$ cat config.mk
export PLATFORM = sky130hd
export DESIGN_NAME = lpms_sequencer
export DESIGN_NICKNAME = d
export VERILOG_FILES = /design/src/pkg/lpms_pkg.sv /design/src/verilog/lpms_sequencer.sv /design/src/verilog/lpms_stack_mem.sv
export SDC_FILE = /design/constraint.sdc
export NUM_CORES = 1
export LEC_CHECK = 0
export ABC_AREA = 0
export BUFFER_PORTS_ARGS = -buffer_cell sky130_fd_sc_hd__buf_2
export CAP_MARGIN = 20
export CORE_MARGIN = 2
export CORE_UTILIZATION = 56
export CTS_CLUSTER_SIZE = 8
export DETAILED_ROUTE_END_ITERATION = 8
export HOLD_SLACK_MARGIN = 0.12
export PLACE_DENSITY = 0.87
export SLEW_MARGIN = 20
export SYNTH_ARGS = -nofsm -noshare
export SYNTH_HDL_FRONTEND = slang
export SYNTH_SLANG_ARGS = --single-unit
$ cat constraint.sdc
create_clock -name clk -period 5.7 [get_ports clk]
set_input_delay 0.285 -clock clk [delete_from_list [all_inputs] [get_ports clk]]
set_output_delay 0.285 -clock clk [all_outputs]
set_load 0.01 [all_outputs]
$ cat src/pkg/lpms_pkg.sv
package lpms_pkg;

  // Bus geometry of the register window.
  localparam int ADR_W = 5;
  localparam int DAT_W = 32;
  // Register byte offsets.
  localparam logic [ADR_W-1:0] OFF_STATUS = 5'h00;
  localparam logic [ADR_W-1:0] OFF_PCTL   = 5'h04;
  localparam logic [ADR_W-1:0] OFF_SHCTL  = 5'h08;
  localparam logic [ADR_W-1:0] OFF_FLAGS  = 5'h0C;
  localparam logic [ADR_W-1:0] OFF_CAUSE  = 5'h10;
  localparam logic [ADR_W-1:0] OFF_STACK  = 5'h14;
  localparam logic [ADR_W-1:0] OFF_MODE   = 5'h18;

  // Password that opens the power control register; value is arbitrary.
  localparam logic [7:0] PCTL_PASSWORD = 8'h5A;
  // Power control low byte field positions and reset values.
  localparam int PCTL_REGOFF_POS = 0;
  localparam int PCTL_HSE_POS    = 1;
  localparam logic PCTL_REGOFF_RST = 1'b0;
  localparam logic PCTL_HSE_RST    = 1'b1;
  // Flag register field positions.
  localparam int FLG_WAKE_POS   = 0;
  localparam int FLG_SUPV_POS   = 1;
  localparam int FLG_REFUSE_POS = 2;
  // Shutdown control field position.
  localparam int SHC_FREEZE_POS = 0;

  // Reset cause codes.
  localparam logic [3:0] CAUSE_NONE   = 4'h0;
  localparam logic [3:0] CAUSE_RSTPIN = 4'h1;
  localparam logic [3:0] CAUSE_IO     = 4'h2;
  localparam logic [3:0] CAUSE_RTC    = 4'h3;

  // Status word as the CPU holds it.
  typedef struct packed {
    logic       clock_gen_hi_off_bit;
    logic       clock_gen_lo_off_bit;
    logic       oscillator_disable_bit;
    logic       cpu_halt_bit;
    logic       global_irq_enable;
    logic [2:0] spare;
  } lpms_status_type;

  localparam int SW_W = $bits(lpms_status_type);
  localparam int PC_W = 16;
  localparam lpms_status_type SW_RST = '0;

  // Wake pins, carried together.
  typedef struct packed {
    logic io;
    logic rtc;
    logic rstpin;
  } lpms_wake_type;

  // Level actually reached by the device.
  typedef enum logic [2:0] {
    LV_ACTIVE, LV_ZERO, LV_TWO, LV_THREE, LV_FOUR,
    LV_SHUT_RTC, LV_SHUT_FULL
  } lpms_level_type;

  // Sequencer states.
  typedef enum logic [1:0] {
    ST_RUN, ST_POP, ST_SHUT, ST_WAKE
  } lpms_state_type;

endpackage

$ cat src/verilog/lpms_sequencer.sv
// The Wishbone slave port and the register offsets were chosen for this implementation.
`timescale 1ns/1ps
module lpms_sequencer
  import lpms_pkg::*;
  #(
    parameter int STACK_DEPTH = 4,
    parameter int SP_W        = 3
  )
  (
    // Clock and reset.
    input  wire logic             clk,
    input  wire logic             reset,
    // Wishbone slave.
    input  wire logic             wb_cyc_i,
    input  wire logic             wb_stb_i,
    input  wire logic             wb_we_i,
    input  wire logic [ADR_W-1:0] wb_adr_i,
    input  wire logic [DAT_W-1:0] wb_dat_i,
    input  wire logic [3:0]       wb_sel_i,
    output      logic [DAT_W-1:0] wb_dat_o,
    output      logic             wb_ack_o,
    // CPU side.
    input  wire logic             irq_req,
    input  wire logic             return_from_interrupt,
    input  wire logic [PC_W-1:0]  cpu_pc,
    output      logic             irq_ack_q,
    output      logic             pc_valid_q,
    output      logic [PC_W-1:0]  resume_pc_q,
    // Neighbouring modules.
    input  wire logic             watchdog_armed,
    input  wire logic             rtc_domain_enabled,
    input  wire logic             sub_clk_request,
    input  wire logic             aux_clk_request,
    // Pins from outside the clock domain.
    input  wire lpms_wake_type    wake_pins,
    input  wire logic             supply_low,
    // Power and clock controls.
    output      lpms_level_type   level_q,
    output      logic             core_reg_on_q,
    output      logic             rtc_reg_on_q,
    output      logic             supervisor_on_q,
    output      logic             cpu_run_q,
    output      logic             aux_clk_en_q,
    output      logic             sub_clk_en_q,
    output      logic             brownout_reset_q,
    output      logic             io_freeze_q,
    output      logic             pin_irq_flag_set_q,
    output      logic             rtc_irq_flag_set_q
  );

  // Two-stage synchronisers for the pins.
  lpms_wake_type wake_s1_q;  // First stage, read only by the second.
  lpms_wake_type wake_s2_q;  // Usable wake levels.
  logic          supl_s1_q;  // First stage of the supply monitor.
  logic          supl_s2_q;  // Usable supply-low level.

  // Sequencer state and its next values.
  lpms_state_type  state_q, state_d;
  lpms_status_type sw_q, sw_d;          // Live status word.
  logic [SP_W-1:0] sp_q, sp_d;          // Stack depth in use.
  logic            unlock_q, unlock_d;  // Power control write access.
  logic            regoff_q, regoff_d;  // Regulator-off request.
  logic            hse_q, hse_d;        // High supervisor enable.
  logic            wakef_q, wakef_d;    // Shutdown wake flag.
  logic            supvf_q, supvf_d;    // High supervisor flag.
  logic            refuse_q, refuse_d;  // Shutdown refused flag.
  logic [3:0]      cause_q, cause_d;    // Reset cause vector.
  logic            ack_q, ack_d;        // Bus acknowledge.
  logic [DAT_W-1:0] rdat_q, rdat_d;     // Bus read data.
  lpms_level_type  level_d;
  logic core_d, rtc_d, supon_d, run_d, aclk_d, sclk_d, bor_d;
  logic freeze_d, pinf_d, rtcf_d, iack_d, pcv_d;
  logic [PC_W-1:0] rpc_d;

  // Stack port signals.
  logic                 stk_we;
  logic [SP_W-2:0]      stk_waddr;
  logic [PC_W+SW_W-1:0] stk_wdata;
  logic [PC_W+SW_W-1:0] stk_rd;
  logic [SP_W-2:0]      stk_top;

  // Decoded bus request, taken on the edge that raises ack.
  logic bus_req, bus_wr;
  logic all_sleep, irq_take, shut_go;
  logic pw_ok;

  // Stack holds one {pc, status word} pair per nesting level.
  lpms_stack_mem #(
    .WIDTH (PC_W + SW_W),
    .DEPTH (STACK_DEPTH),
    .AW    (SP_W - 1)
  ) u_stack (
    .clk       (clk),
    .reset     (reset),
    .wr_en     (stk_we),
    .wr_addr   (stk_waddr),
    .wr_data   (stk_wdata),
    .rd_addr   (stk_top),
    .rd_data_q (stk_rd)
  );

  // Read address points at the top entry, or at entry 0 when the stack is empty.
  assign stk_top   = SP_W'(sp_q - 1'b1) < SP_W'(STACK_DEPTH) ?
                     stk_waddr_top(sp_q) : '0;
  assign bus_req   = wb_cyc_i && wb_stb_i && !ack_q;
  assign bus_wr    = bus_req && wb_we_i;
  assign all_sleep = sw_q.cpu_halt_bit && sw_q.oscillator_disable_bit &&
                     sw_q.clock_gen_lo_off_bit &&
                     sw_q.clock_gen_hi_off_bit;
  assign irq_take  = (state_q == ST_RUN) && irq_req &&
                     sw_q.global_irq_enable &&
                     (sp_q < SP_W'(STACK_DEPTH));
  assign shut_go   = (state_q == ST_RUN) && !irq_take && all_sleep &&
                     regoff_q && !watchdog_armed;
  assign pw_ok     = wb_sel_i[1] && (wb_dat_i[15:8] == PCTL_PASSWORD);

  // Index of the topmost stack entry.
  function automatic logic [SP_W-2:0] stk_waddr_top(logic [SP_W-1:0] sp);
    logic [SP_W-1:0] t;
    t = SP_W'(sp - 1'b1);
    return t[SP_W-2:0];
  endfunction

  // Synchronisers for everything that arrives on pins.
  always_ff @(posedge clk or posedge reset)
  begin
    if (reset)
    begin
      wake_s1_q <= '0;
      wake_s2_q <= '0;
      supl_s1_q <= 1'b0;
      supl_s2_q <= 1'b0;
    end
    else
    begin
      wake_s1_q <= wake_pins;
      wake_s2_q <= wake_s1_q;
      supl_s1_q <= supply_low;
      supl_s2_q <= supl_s1_q;
    end
  end

  // Next-state logic for the sequencer, stack and registers.
  always_comb
  begin
    state_d  = state_q;
    sw_d     = sw_q;
    sp_d     = sp_q;
    unlock_d = unlock_q;
    regoff_d = regoff_q;
    hse_d    = hse_q;
    wakef_d  = wakef_q;
    supvf_d  = supvf_q;
    refuse_d = refuse_q;
    cause_d  = cause_q;
    freeze_d = io_freeze_q;
    supon_d  = supervisor_on_q;
    bor_d    = 1'b0;
    pinf_d   = 1'b0;
    rtcf_d   = 1'b0;
    iack_d   = 1'b0;
    pcv_d    = 1'b0;
    rpc_d    = resume_pc_q;
    stk_we    = 1'b0;
    stk_waddr = sp_q[SP_W-2:0];
    stk_wdata = {cpu_pc, sw_q};
    ack_d    = bus_req;
    rdat_d   = '0;

    // Register reads present a snapshot of the current state.
    if (bus_req && !wb_we_i)
    begin
      unique case (wb_adr_i)
        OFF_STATUS: rdat_d = DAT_W'(sw_q);
        OFF_PCTL:   rdat_d = DAT_W'({hse_q, regoff_q});
        OFF_SHCTL:  rdat_d = DAT_W'(io_freeze_q);
        OFF_FLAGS:  rdat_d = DAT_W'({refuse_q, supvf_q, wakef_q});
        OFF_CAUSE:  rdat_d = DAT_W'(cause_q);
        OFF_STACK:  rdat_d = DAT_W'(stk_rd[SW_W-1:0]);
        OFF_MODE:   rdat_d = DAT_W'({sp_q, state_q, level_q});
        default:    rdat_d = '0;
      endcase
    end

    // Software writes; a hardware set in the same cycle wins later.
    if (bus_wr && wb_sel_i[0] && (state_q == ST_RUN))
    begin
      unique case (wb_adr_i)
        OFF_STATUS: sw_d = lpms_status_type'(wb_dat_i[SW_W-1:0]);
        OFF_SHCTL:  freeze_d = freeze_d &
                               wb_dat_i[SHC_FREEZE_POS];
        OFF_FLAGS:
        begin
          wakef_d  = wakef_q  & ~wb_dat_i[FLG_WAKE_POS];
          supvf_d  = supvf_q  & ~wb_dat_i[FLG_SUPV_POS];
          refuse_d = refuse_q & ~wb_dat_i[FLG_REFUSE_POS];
        end
        OFF_STACK:
        begin
          // Handler edits the stacked status word.
          stk_we    = (sp_q != '0);
          stk_waddr = stk_top;
          stk_wdata = {stk_rd[PC_W+SW_W-1:SW_W],
                       wb_dat_i[SW_W-1:0]};
        end
        default: ;
      endcase
    end
    // Password byte opens or closes access to the low byte.
    if (bus_wr && (wb_adr_i == OFF_PCTL))
    begin
      if (wb_sel_i[0] && (unlock_q || pw_ok))
      begin
        regoff_d = wb_dat_i[PCTL_REGOFF_POS];
        hse_d    = wb_dat_i[PCTL_HSE_POS];
      end
      if (wb_sel_i[1])
      begin
        unlock_d = pw_ok;
      end
    end

    // Supply monitor sets its flag while the supervisor runs.
    if (supl_s2_q && supervisor_on_q)
    begin
      supvf_d = 1'b1;
    end

    unique case (state_q)
      ST_RUN:
      begin
        supon_d = hse_q;
        if (irq_take)
        begin
          // Push pc and status word, then run the handler.
          stk_we    = 1'b1;
          stk_waddr = sp_q[SP_W-2:0];
          stk_wdata = {cpu_pc, sw_q};
          sp_d      = SP_W'(sp_q + 1'b1);
          iack_d    = 1'b1;
          sw_d = sw_q;
          sw_d.cpu_halt_bit           = 1'b0;
          sw_d.clock_gen_hi_off_bit   = 1'b0;
          sw_d.oscillator_disable_bit = 1'b0;
          sw_d.global_irq_enable      = 1'b0;
          // The low-generator bit is kept.
        end
        else if (return_from_interrupt && (sp_q != '0))
        begin
          sp_d    = SP_W'(sp_q - 1'b1);
          state_d = ST_POP;
        end
        else if (all_sleep && regoff_q && watchdog_armed)
        begin
          refuse_d = 1'b1;
        end
        else if (shut_go)
        begin
          state_d = ST_SHUT;
          supon_d = hse_q;
        end
      end
      ST_POP:
      begin
        // Stacked word, possibly edited, becomes live.
        sw_d    = lpms_status_type'(stk_rd[SW_W-1:0]);
        rpc_d   = stk_rd[PC_W+SW_W-1:SW_W];
        pcv_d   = 1'b1;
        state_d = ST_RUN;
      end
      ST_SHUT:
      begin
        if (wake_s2_q.io || wake_s2_q.rstpin ||
            (wake_s2_q.rtc && rtc_reg_on_q))
        begin
          state_d  = ST_WAKE;
          bor_d    = 1'b1;
          freeze_d = 1'b1;
          if (wake_s2_q.io)
          begin
            pinf_d  = 1'b1;
            wakef_d = 1'b1;
            cause_d = CAUSE_IO;
          end
          else if (wake_s2_q.rtc)
          begin
            rtcf_d  = 1'b1;
            wakef_d = 1'b1;
            cause_d = CAUSE_RTC;
          end
          else
          begin
            cause_d = CAUSE_RSTPIN;
          end
        end
      end
      ST_WAKE:
      begin
        // Core restarts from its reset state.
        state_d  = ST_RUN;
        sw_d     = SW_RST;
        sp_d     = '0;
        unlock_d = 1'b0;
        regoff_d = PCTL_REGOFF_RST;
        hse_d    = PCTL_HSE_RST;
      end
    endcase
  end

  // Level actually reached and the clock and power enables.
  always_comb
  begin
    level_d = LV_ACTIVE;
    if (state_q == ST_SHUT)
    begin
      level_d = rtc_reg_on_q ? LV_SHUT_RTC : LV_SHUT_FULL;
    end
    else if (shut_go)
    begin
      level_d = rtc_domain_enabled ? LV_SHUT_RTC : LV_SHUT_FULL;
    end
    else if (sw_q.cpu_halt_bit)
    begin
      // Sleep bit encoding.
      if (!sw_q.clock_gen_hi_off_bit)
        level_d = LV_ZERO;
      else if (!sw_q.clock_gen_lo_off_bit)
        level_d = LV_TWO;
      else if (!sw_q.oscillator_disable_bit)
        level_d = LV_THREE;
      else
        level_d = LV_FOUR;
      // Clock requests limit the depth.
      if (sub_clk_request)
        level_d = LV_ZERO;
      else if (aux_clk_request && (level_d == LV_FOUR))
        level_d = LV_THREE;
    end
    core_d = !(level_d inside {LV_SHUT_RTC, LV_SHUT_FULL});
    rtc_d  = (level_d != LV_SHUT_FULL);
    run_d  = (level_d == LV_ACTIVE);
    aclk_d = core_d && (level_d != LV_FOUR);
    sclk_d = (level_d == LV_ACTIVE) || (level_d == LV_ZERO);
  end

  // All registers of the block apart from the pin synchronisers.
  always_ff @(posedge clk or posedge reset)
  begin
    if (reset)
    begin
      state_q <= ST_RUN;
      sw_q    <= SW_RST;
      sp_q    <= '0;
      unlock_q <= 1'b0;
      regoff_q <= PCTL_REGOFF_RST;
      hse_q    <= PCTL_HSE_RST;
      wakef_q  <= 1'b0;
      supvf_q  <= 1'b0;
      refuse_q <= 1'b0;
      cause_q  <= CAUSE_NONE;
      ack_q    <= 1'b0;
      rdat_q   <= '0;
      level_q  <= LV_ACTIVE;
      core_reg_on_q   <= 1'b1;
      rtc_reg_on_q    <= 1'b1;
      supervisor_on_q <= PCTL_HSE_RST;
      cpu_run_q       <= 1'b1;
      aux_clk_en_q    <= 1'b1;
      sub_clk_en_q    <= 1'b1;
      brownout_reset_q <= 1'b0;
      io_freeze_q      <= 1'b0;
      pin_irq_flag_set_q <= 1'b0;
      rtc_irq_flag_set_q <= 1'b0;
      irq_ack_q   <= 1'b0;
      pc_valid_q  <= 1'b0;
      resume_pc_q <= '0;
    end
    else
    begin
      state_q <= state_d;
      sw_q    <= sw_d;
      sp_q    <= sp_d;
      unlock_q <= unlock_d;
      regoff_q <= regoff_d;
      hse_q    <= hse_d;
      wakef_q  <= wakef_d;
      supvf_q  <= supvf_d;
      refuse_q <= refuse_d;
      cause_q  <= cause_d;
      ack_q    <= ack_d;
      rdat_q   <= rdat_d;
      level_q  <= level_d;
      core_reg_on_q   <= core_d;
      rtc_reg_on_q    <= rtc_d;
      supervisor_on_q <= supon_d;
      cpu_run_q       <= run_d;
      aux_clk_en_q    <= aclk_d;
      sub_clk_en_q    <= sclk_d;
      brownout_reset_q <= bor_d;
      io_freeze_q      <= freeze_d;
      pin_irq_flag_set_q <= pinf_d;
      rtc_irq_flag_set_q <= rtcf_d;
      irq_ack_q   <= iack_d;
      pc_valid_q  <= pcv_d;
      resume_pc_q <= rpc_d;
    end
  end

  assign wb_ack_o = ack_q;
  assign wb_dat_o = rdat_q;
endmodule

$ cat src/verilog/lpms_stack_mem.sv
`timescale 1ns/1ps
// Small stack memory with registered read data.
module lpms_stack_mem
  #(
    parameter int WIDTH = 24,
    parameter int DEPTH = 4,
    parameter int AW    = 2
  )
  (
    // Clock and reset.
    input  wire logic             clk,
    input  wire logic             reset,
    // Write port.
    input  wire logic             wr_en,
    input  wire logic [AW-1:0]    wr_addr,
    input  wire logic [WIDTH-1:0] wr_data,
    // Read port.
    input  wire logic [AW-1:0]    rd_addr,
    output      logic [WIDTH-1:0] rd_data_q
  );

  // Storage array; contents are undefined until written.
  logic [WIDTH-1:0] mem_q [DEPTH];

  // Writes land in the array on the clock edge.
  always_ff @(posedge clk)
  begin
    if (wr_en)
    begin
      mem_q[wr_addr] <= wr_data;
    end
  end

  // Read data is always registered, one cycle after the address.
  always_ff @(posedge clk or posedge reset)
  begin
    if (reset)
    begin
      rd_data_q <= '0;
    end
    else
    begin
      rd_data_q <= mem_q[rd_addr];
    end
  end

endmodule

==> results.cfg <==
[final_layout]
drive_gt1_share_pct = 28.3
diodes = 0
fill_cells = 975
syn_to_final_growth_pct = 16.6
fin_util_pct = 66.7
multi_input_area_sq_um = 2440
ff_latch_area_sq_um = 5220
nNetsFinal = 760

[setup_path]
path_class = reg -> reg
end_kind = flip-flop
start_kind = flip-flop
path_max_fanout = 50
worst_ep_required_time_ps = 5800
arrival_ps = 3780

[yosys]
syn-cell-area_sq_um = 7940
synth.top_cells.by_area = edfxtp_1 36%, dfrtp_1 27%, mux2_2 6.0%
synth_top_area_share_pct = 36.3
synth_seq_cells = 189
yosysSeqAreaShare_pct = 65.7
synth_edf_count = 96
synth_top_area_cell = edfxtp_1
syn-instance-count = 575
ys_types = 60
async_flop_share_pct = 49.2
yosys_warnings = 0
ys.flop_type = edfxtp_1
synth_area_per_cell_sq_um = 13.8

[global_routing]
grt_pass1_vias = 5214
antenna_found_initial = 0
grt_use_total_pct = 23.6
grt_pass1_wl_mm = 26.7
gr-total-overflow = 0
grt_start_max_net_pins = 52

[floorplanning]
rows = 43
io_pins = 136
start_util_pct = 57.2
die_y_microns = 123
die_x_microns = 123
die_area_sq_um = 15100
core-area_sq_um = 13900

[clocking]
cts_tree = built
clk_pin_slew_worst_paths_ps = 70
cts_sinks = 189
cts_resized = 0
htree_levels = 4
clockBufferDepth = 2
root_buffer = clkbuf_16
clock_latency_ps = 440
cts_made_buffers = 17

[detailed_routing]
drtIter0Drc = 530
drc = 0
vias = 5151
wl_met1_mm = 6.74
ant_nets = 0
wl_per_cell_microns = 19.5
routed.top_layer = met4
post_drt_via_cell_ratio = 5.90
drt_first_pass_iters = 6
dr_wl_met2_mm = 8.54
routed_wl_mm = 17.0
wl_met3_mm = 1.32

[outcome]
status = completed

[power_and_ir_drop]
p_total_mw = 4.59
power_leakage_nw = 3.78
irDropWorstVdd_mv = 0.448
p_per_area_nw_per_um2 = 496

[place]
numPortBuffers = 93
hpwl_mm = 10.7
place_congestion = 0.889
pre_cts_slack_ps = 2130

[hold_path]
min_path_type = in -> reg

[timing]
fin_crit_ps = 3680
layout_setup_ws_ps = 2020
setup_viol = 0
hold_viol = 0
final.setup.tns_ps = 0
slew_violations = 0
worst_pin_slew_ps = 1110
finalCritPeriodShare_pct = 64.5
slew-limit-headroom_pct = 25.7
skew_ps = 9.86
max_freq_mhz = 272
rsz0062_at_grt = false

[flow_run]
maxCapViolCount = 0
-- logic make-up (layout without fill, tap and decap cells) --
| kind of cell | after synthesis | count (layout) | share of synthesized area [%] |
|---|---|---|---|
| fa+ha+maj | 8 | 8 | 1.26 |
| other cells | 1 | 24 | 0.0472 |
| mux | 74 | 74 | 10.1 |
| simple gates | 125 | 125 | 8.78 |
| flops | 189 | 189 | 65.7 |
| xor+xnor | 2 | 2 | 0.221 |
| compound gates | 90 | 90 | 8.45 |
| buf+inv | 86 | 181 | 5.36 |
-- state kept, by name (all words and copies together), names as in the netlist, 2 cells and up --
| register | flops |
|---|---|
| cause_q | 2 |
| level_q | 3 |
| resume_pc_q | 16 |
| sp_q | 3 |
| state_q | 2 |
| sw_q | 8 |
| u_stack.mem_q | 96 |
| u_stack.rd_data_q | 24 |
| wake_s1_q | 3 |
| wake_s2_q | 3 |
| wb_dat_o | 8 |
-- metrics by stage --
stage               instances  hold slack [ps]  cell area (sq um)
floorplan                 598              316               8030
global placement          830              338               8550
detailed placement        830              337               8550
CTS                       873              121               9260
global route              873              129               9260
finish                    873              142               9260
-- worst paths after layout --
check	start	endpoint	slack (ps)	depth (start not counted)
max in group asynchronous	reset	sw_q[7]	4060	4
min reg2reg	supl_s1_q	supl_s2_q	350	0
min	watchdog_armed	refuse_q	140	2
max	sp_q[0]	u_stack.mem_q[2][18]	2020	7
max reg2reg	sp_q[0]	u_stack.mem_q[2][18]	2020	7
min in group asynchronous	reset	wb_ack_o	510	3
-- area by class of cell --
class	instances	share of cell area (%)
sequential	189	56.4
clock inverter	12	1.58
multi-input combinational	323	26.4
clock buffer	20	4.93
tap	180	2.43
timing repair buffer	111	6.78
inverter	38	1.55
-- routing by layer --
| metal | vias up | track usage (%) |
|---|---|---|
| met3 | 46 | 6.09 |
| met2 | 251 | 39.4 |
| li1 | 2308 | - |
| met1 | 2546 | 29.3 |
| met4 | 0 | 10.4 |
| met5 | - | 0 |
-- report_power, final --
part | switching [mW] | internal, mW
logic | 0.887 | 0.593
clock network | 0.520 | 0.681
registers | 0.174 | 1.74
-- worst max-delay path, stage by stage, from the launching register on --
cell	delay, ps
dfrtp_1	610
inv_1	180
ha_1	280
xor2_1	420
nand2b_2	900
nor3_1	260
a221oi_4	270
buf_4	390
-- what timing repair did --
item,in CTS,in global routing
buffers inserted,0,0
hold buffers,11,0
hold endpoints to repair,49,0
-- synth_stat cells (3+ instances only) --
cell	number
a21oi_1	12
a221o_1	5
a221oi_1	27
a22oi_1	8
and3_1	4
buf_1	5
buf_2	4
buf_4	24
clkbuf_1	14
dfrtp_1	86
dfstp_2	7
edfxtp_1	96
ha_1	8
inv_1	38
mux2_2	42
mux2i_1	31
nand2_1	28
nand2b_1	5
nand3_1	7
nand3b_1	4
nand4_1	3
nor2_1	14
nor2b_1	5
nor3_1	31
nor3b_1	3
o21ai_0	15
o31ai_1	5
or3_1	4
-- cell usage in the layout, fill, tap and decap left out, types with 3 or more instances in the layout --
cell type	count
edfxtp_1	96
buf_2	93
dfrtp_1	86
mux2_2	42
inv_1	37
mux2i_1	31
nor3_1	30
nand2_1	28
a221oi_1	25
conb_1	24
clkbuf_16	17
o21ai_0	15
nor2_1	13
a21oi_1	12
dlygate4sd3_1	11
ha_1	8
nand3_1	7
dfstp_2	7
buf_4	7
a22oi_1	6
nor2b_1	5
o31ai_1	5
a221o_1	5
nand2b_1	4
nand3b_1	4
or3_1	4
and3_1	4
inv_6	4
nor3b_1	3
nand4_1	3
clkinvlp_4	3
Note: power is estimated with default switching activity, not from simulation.
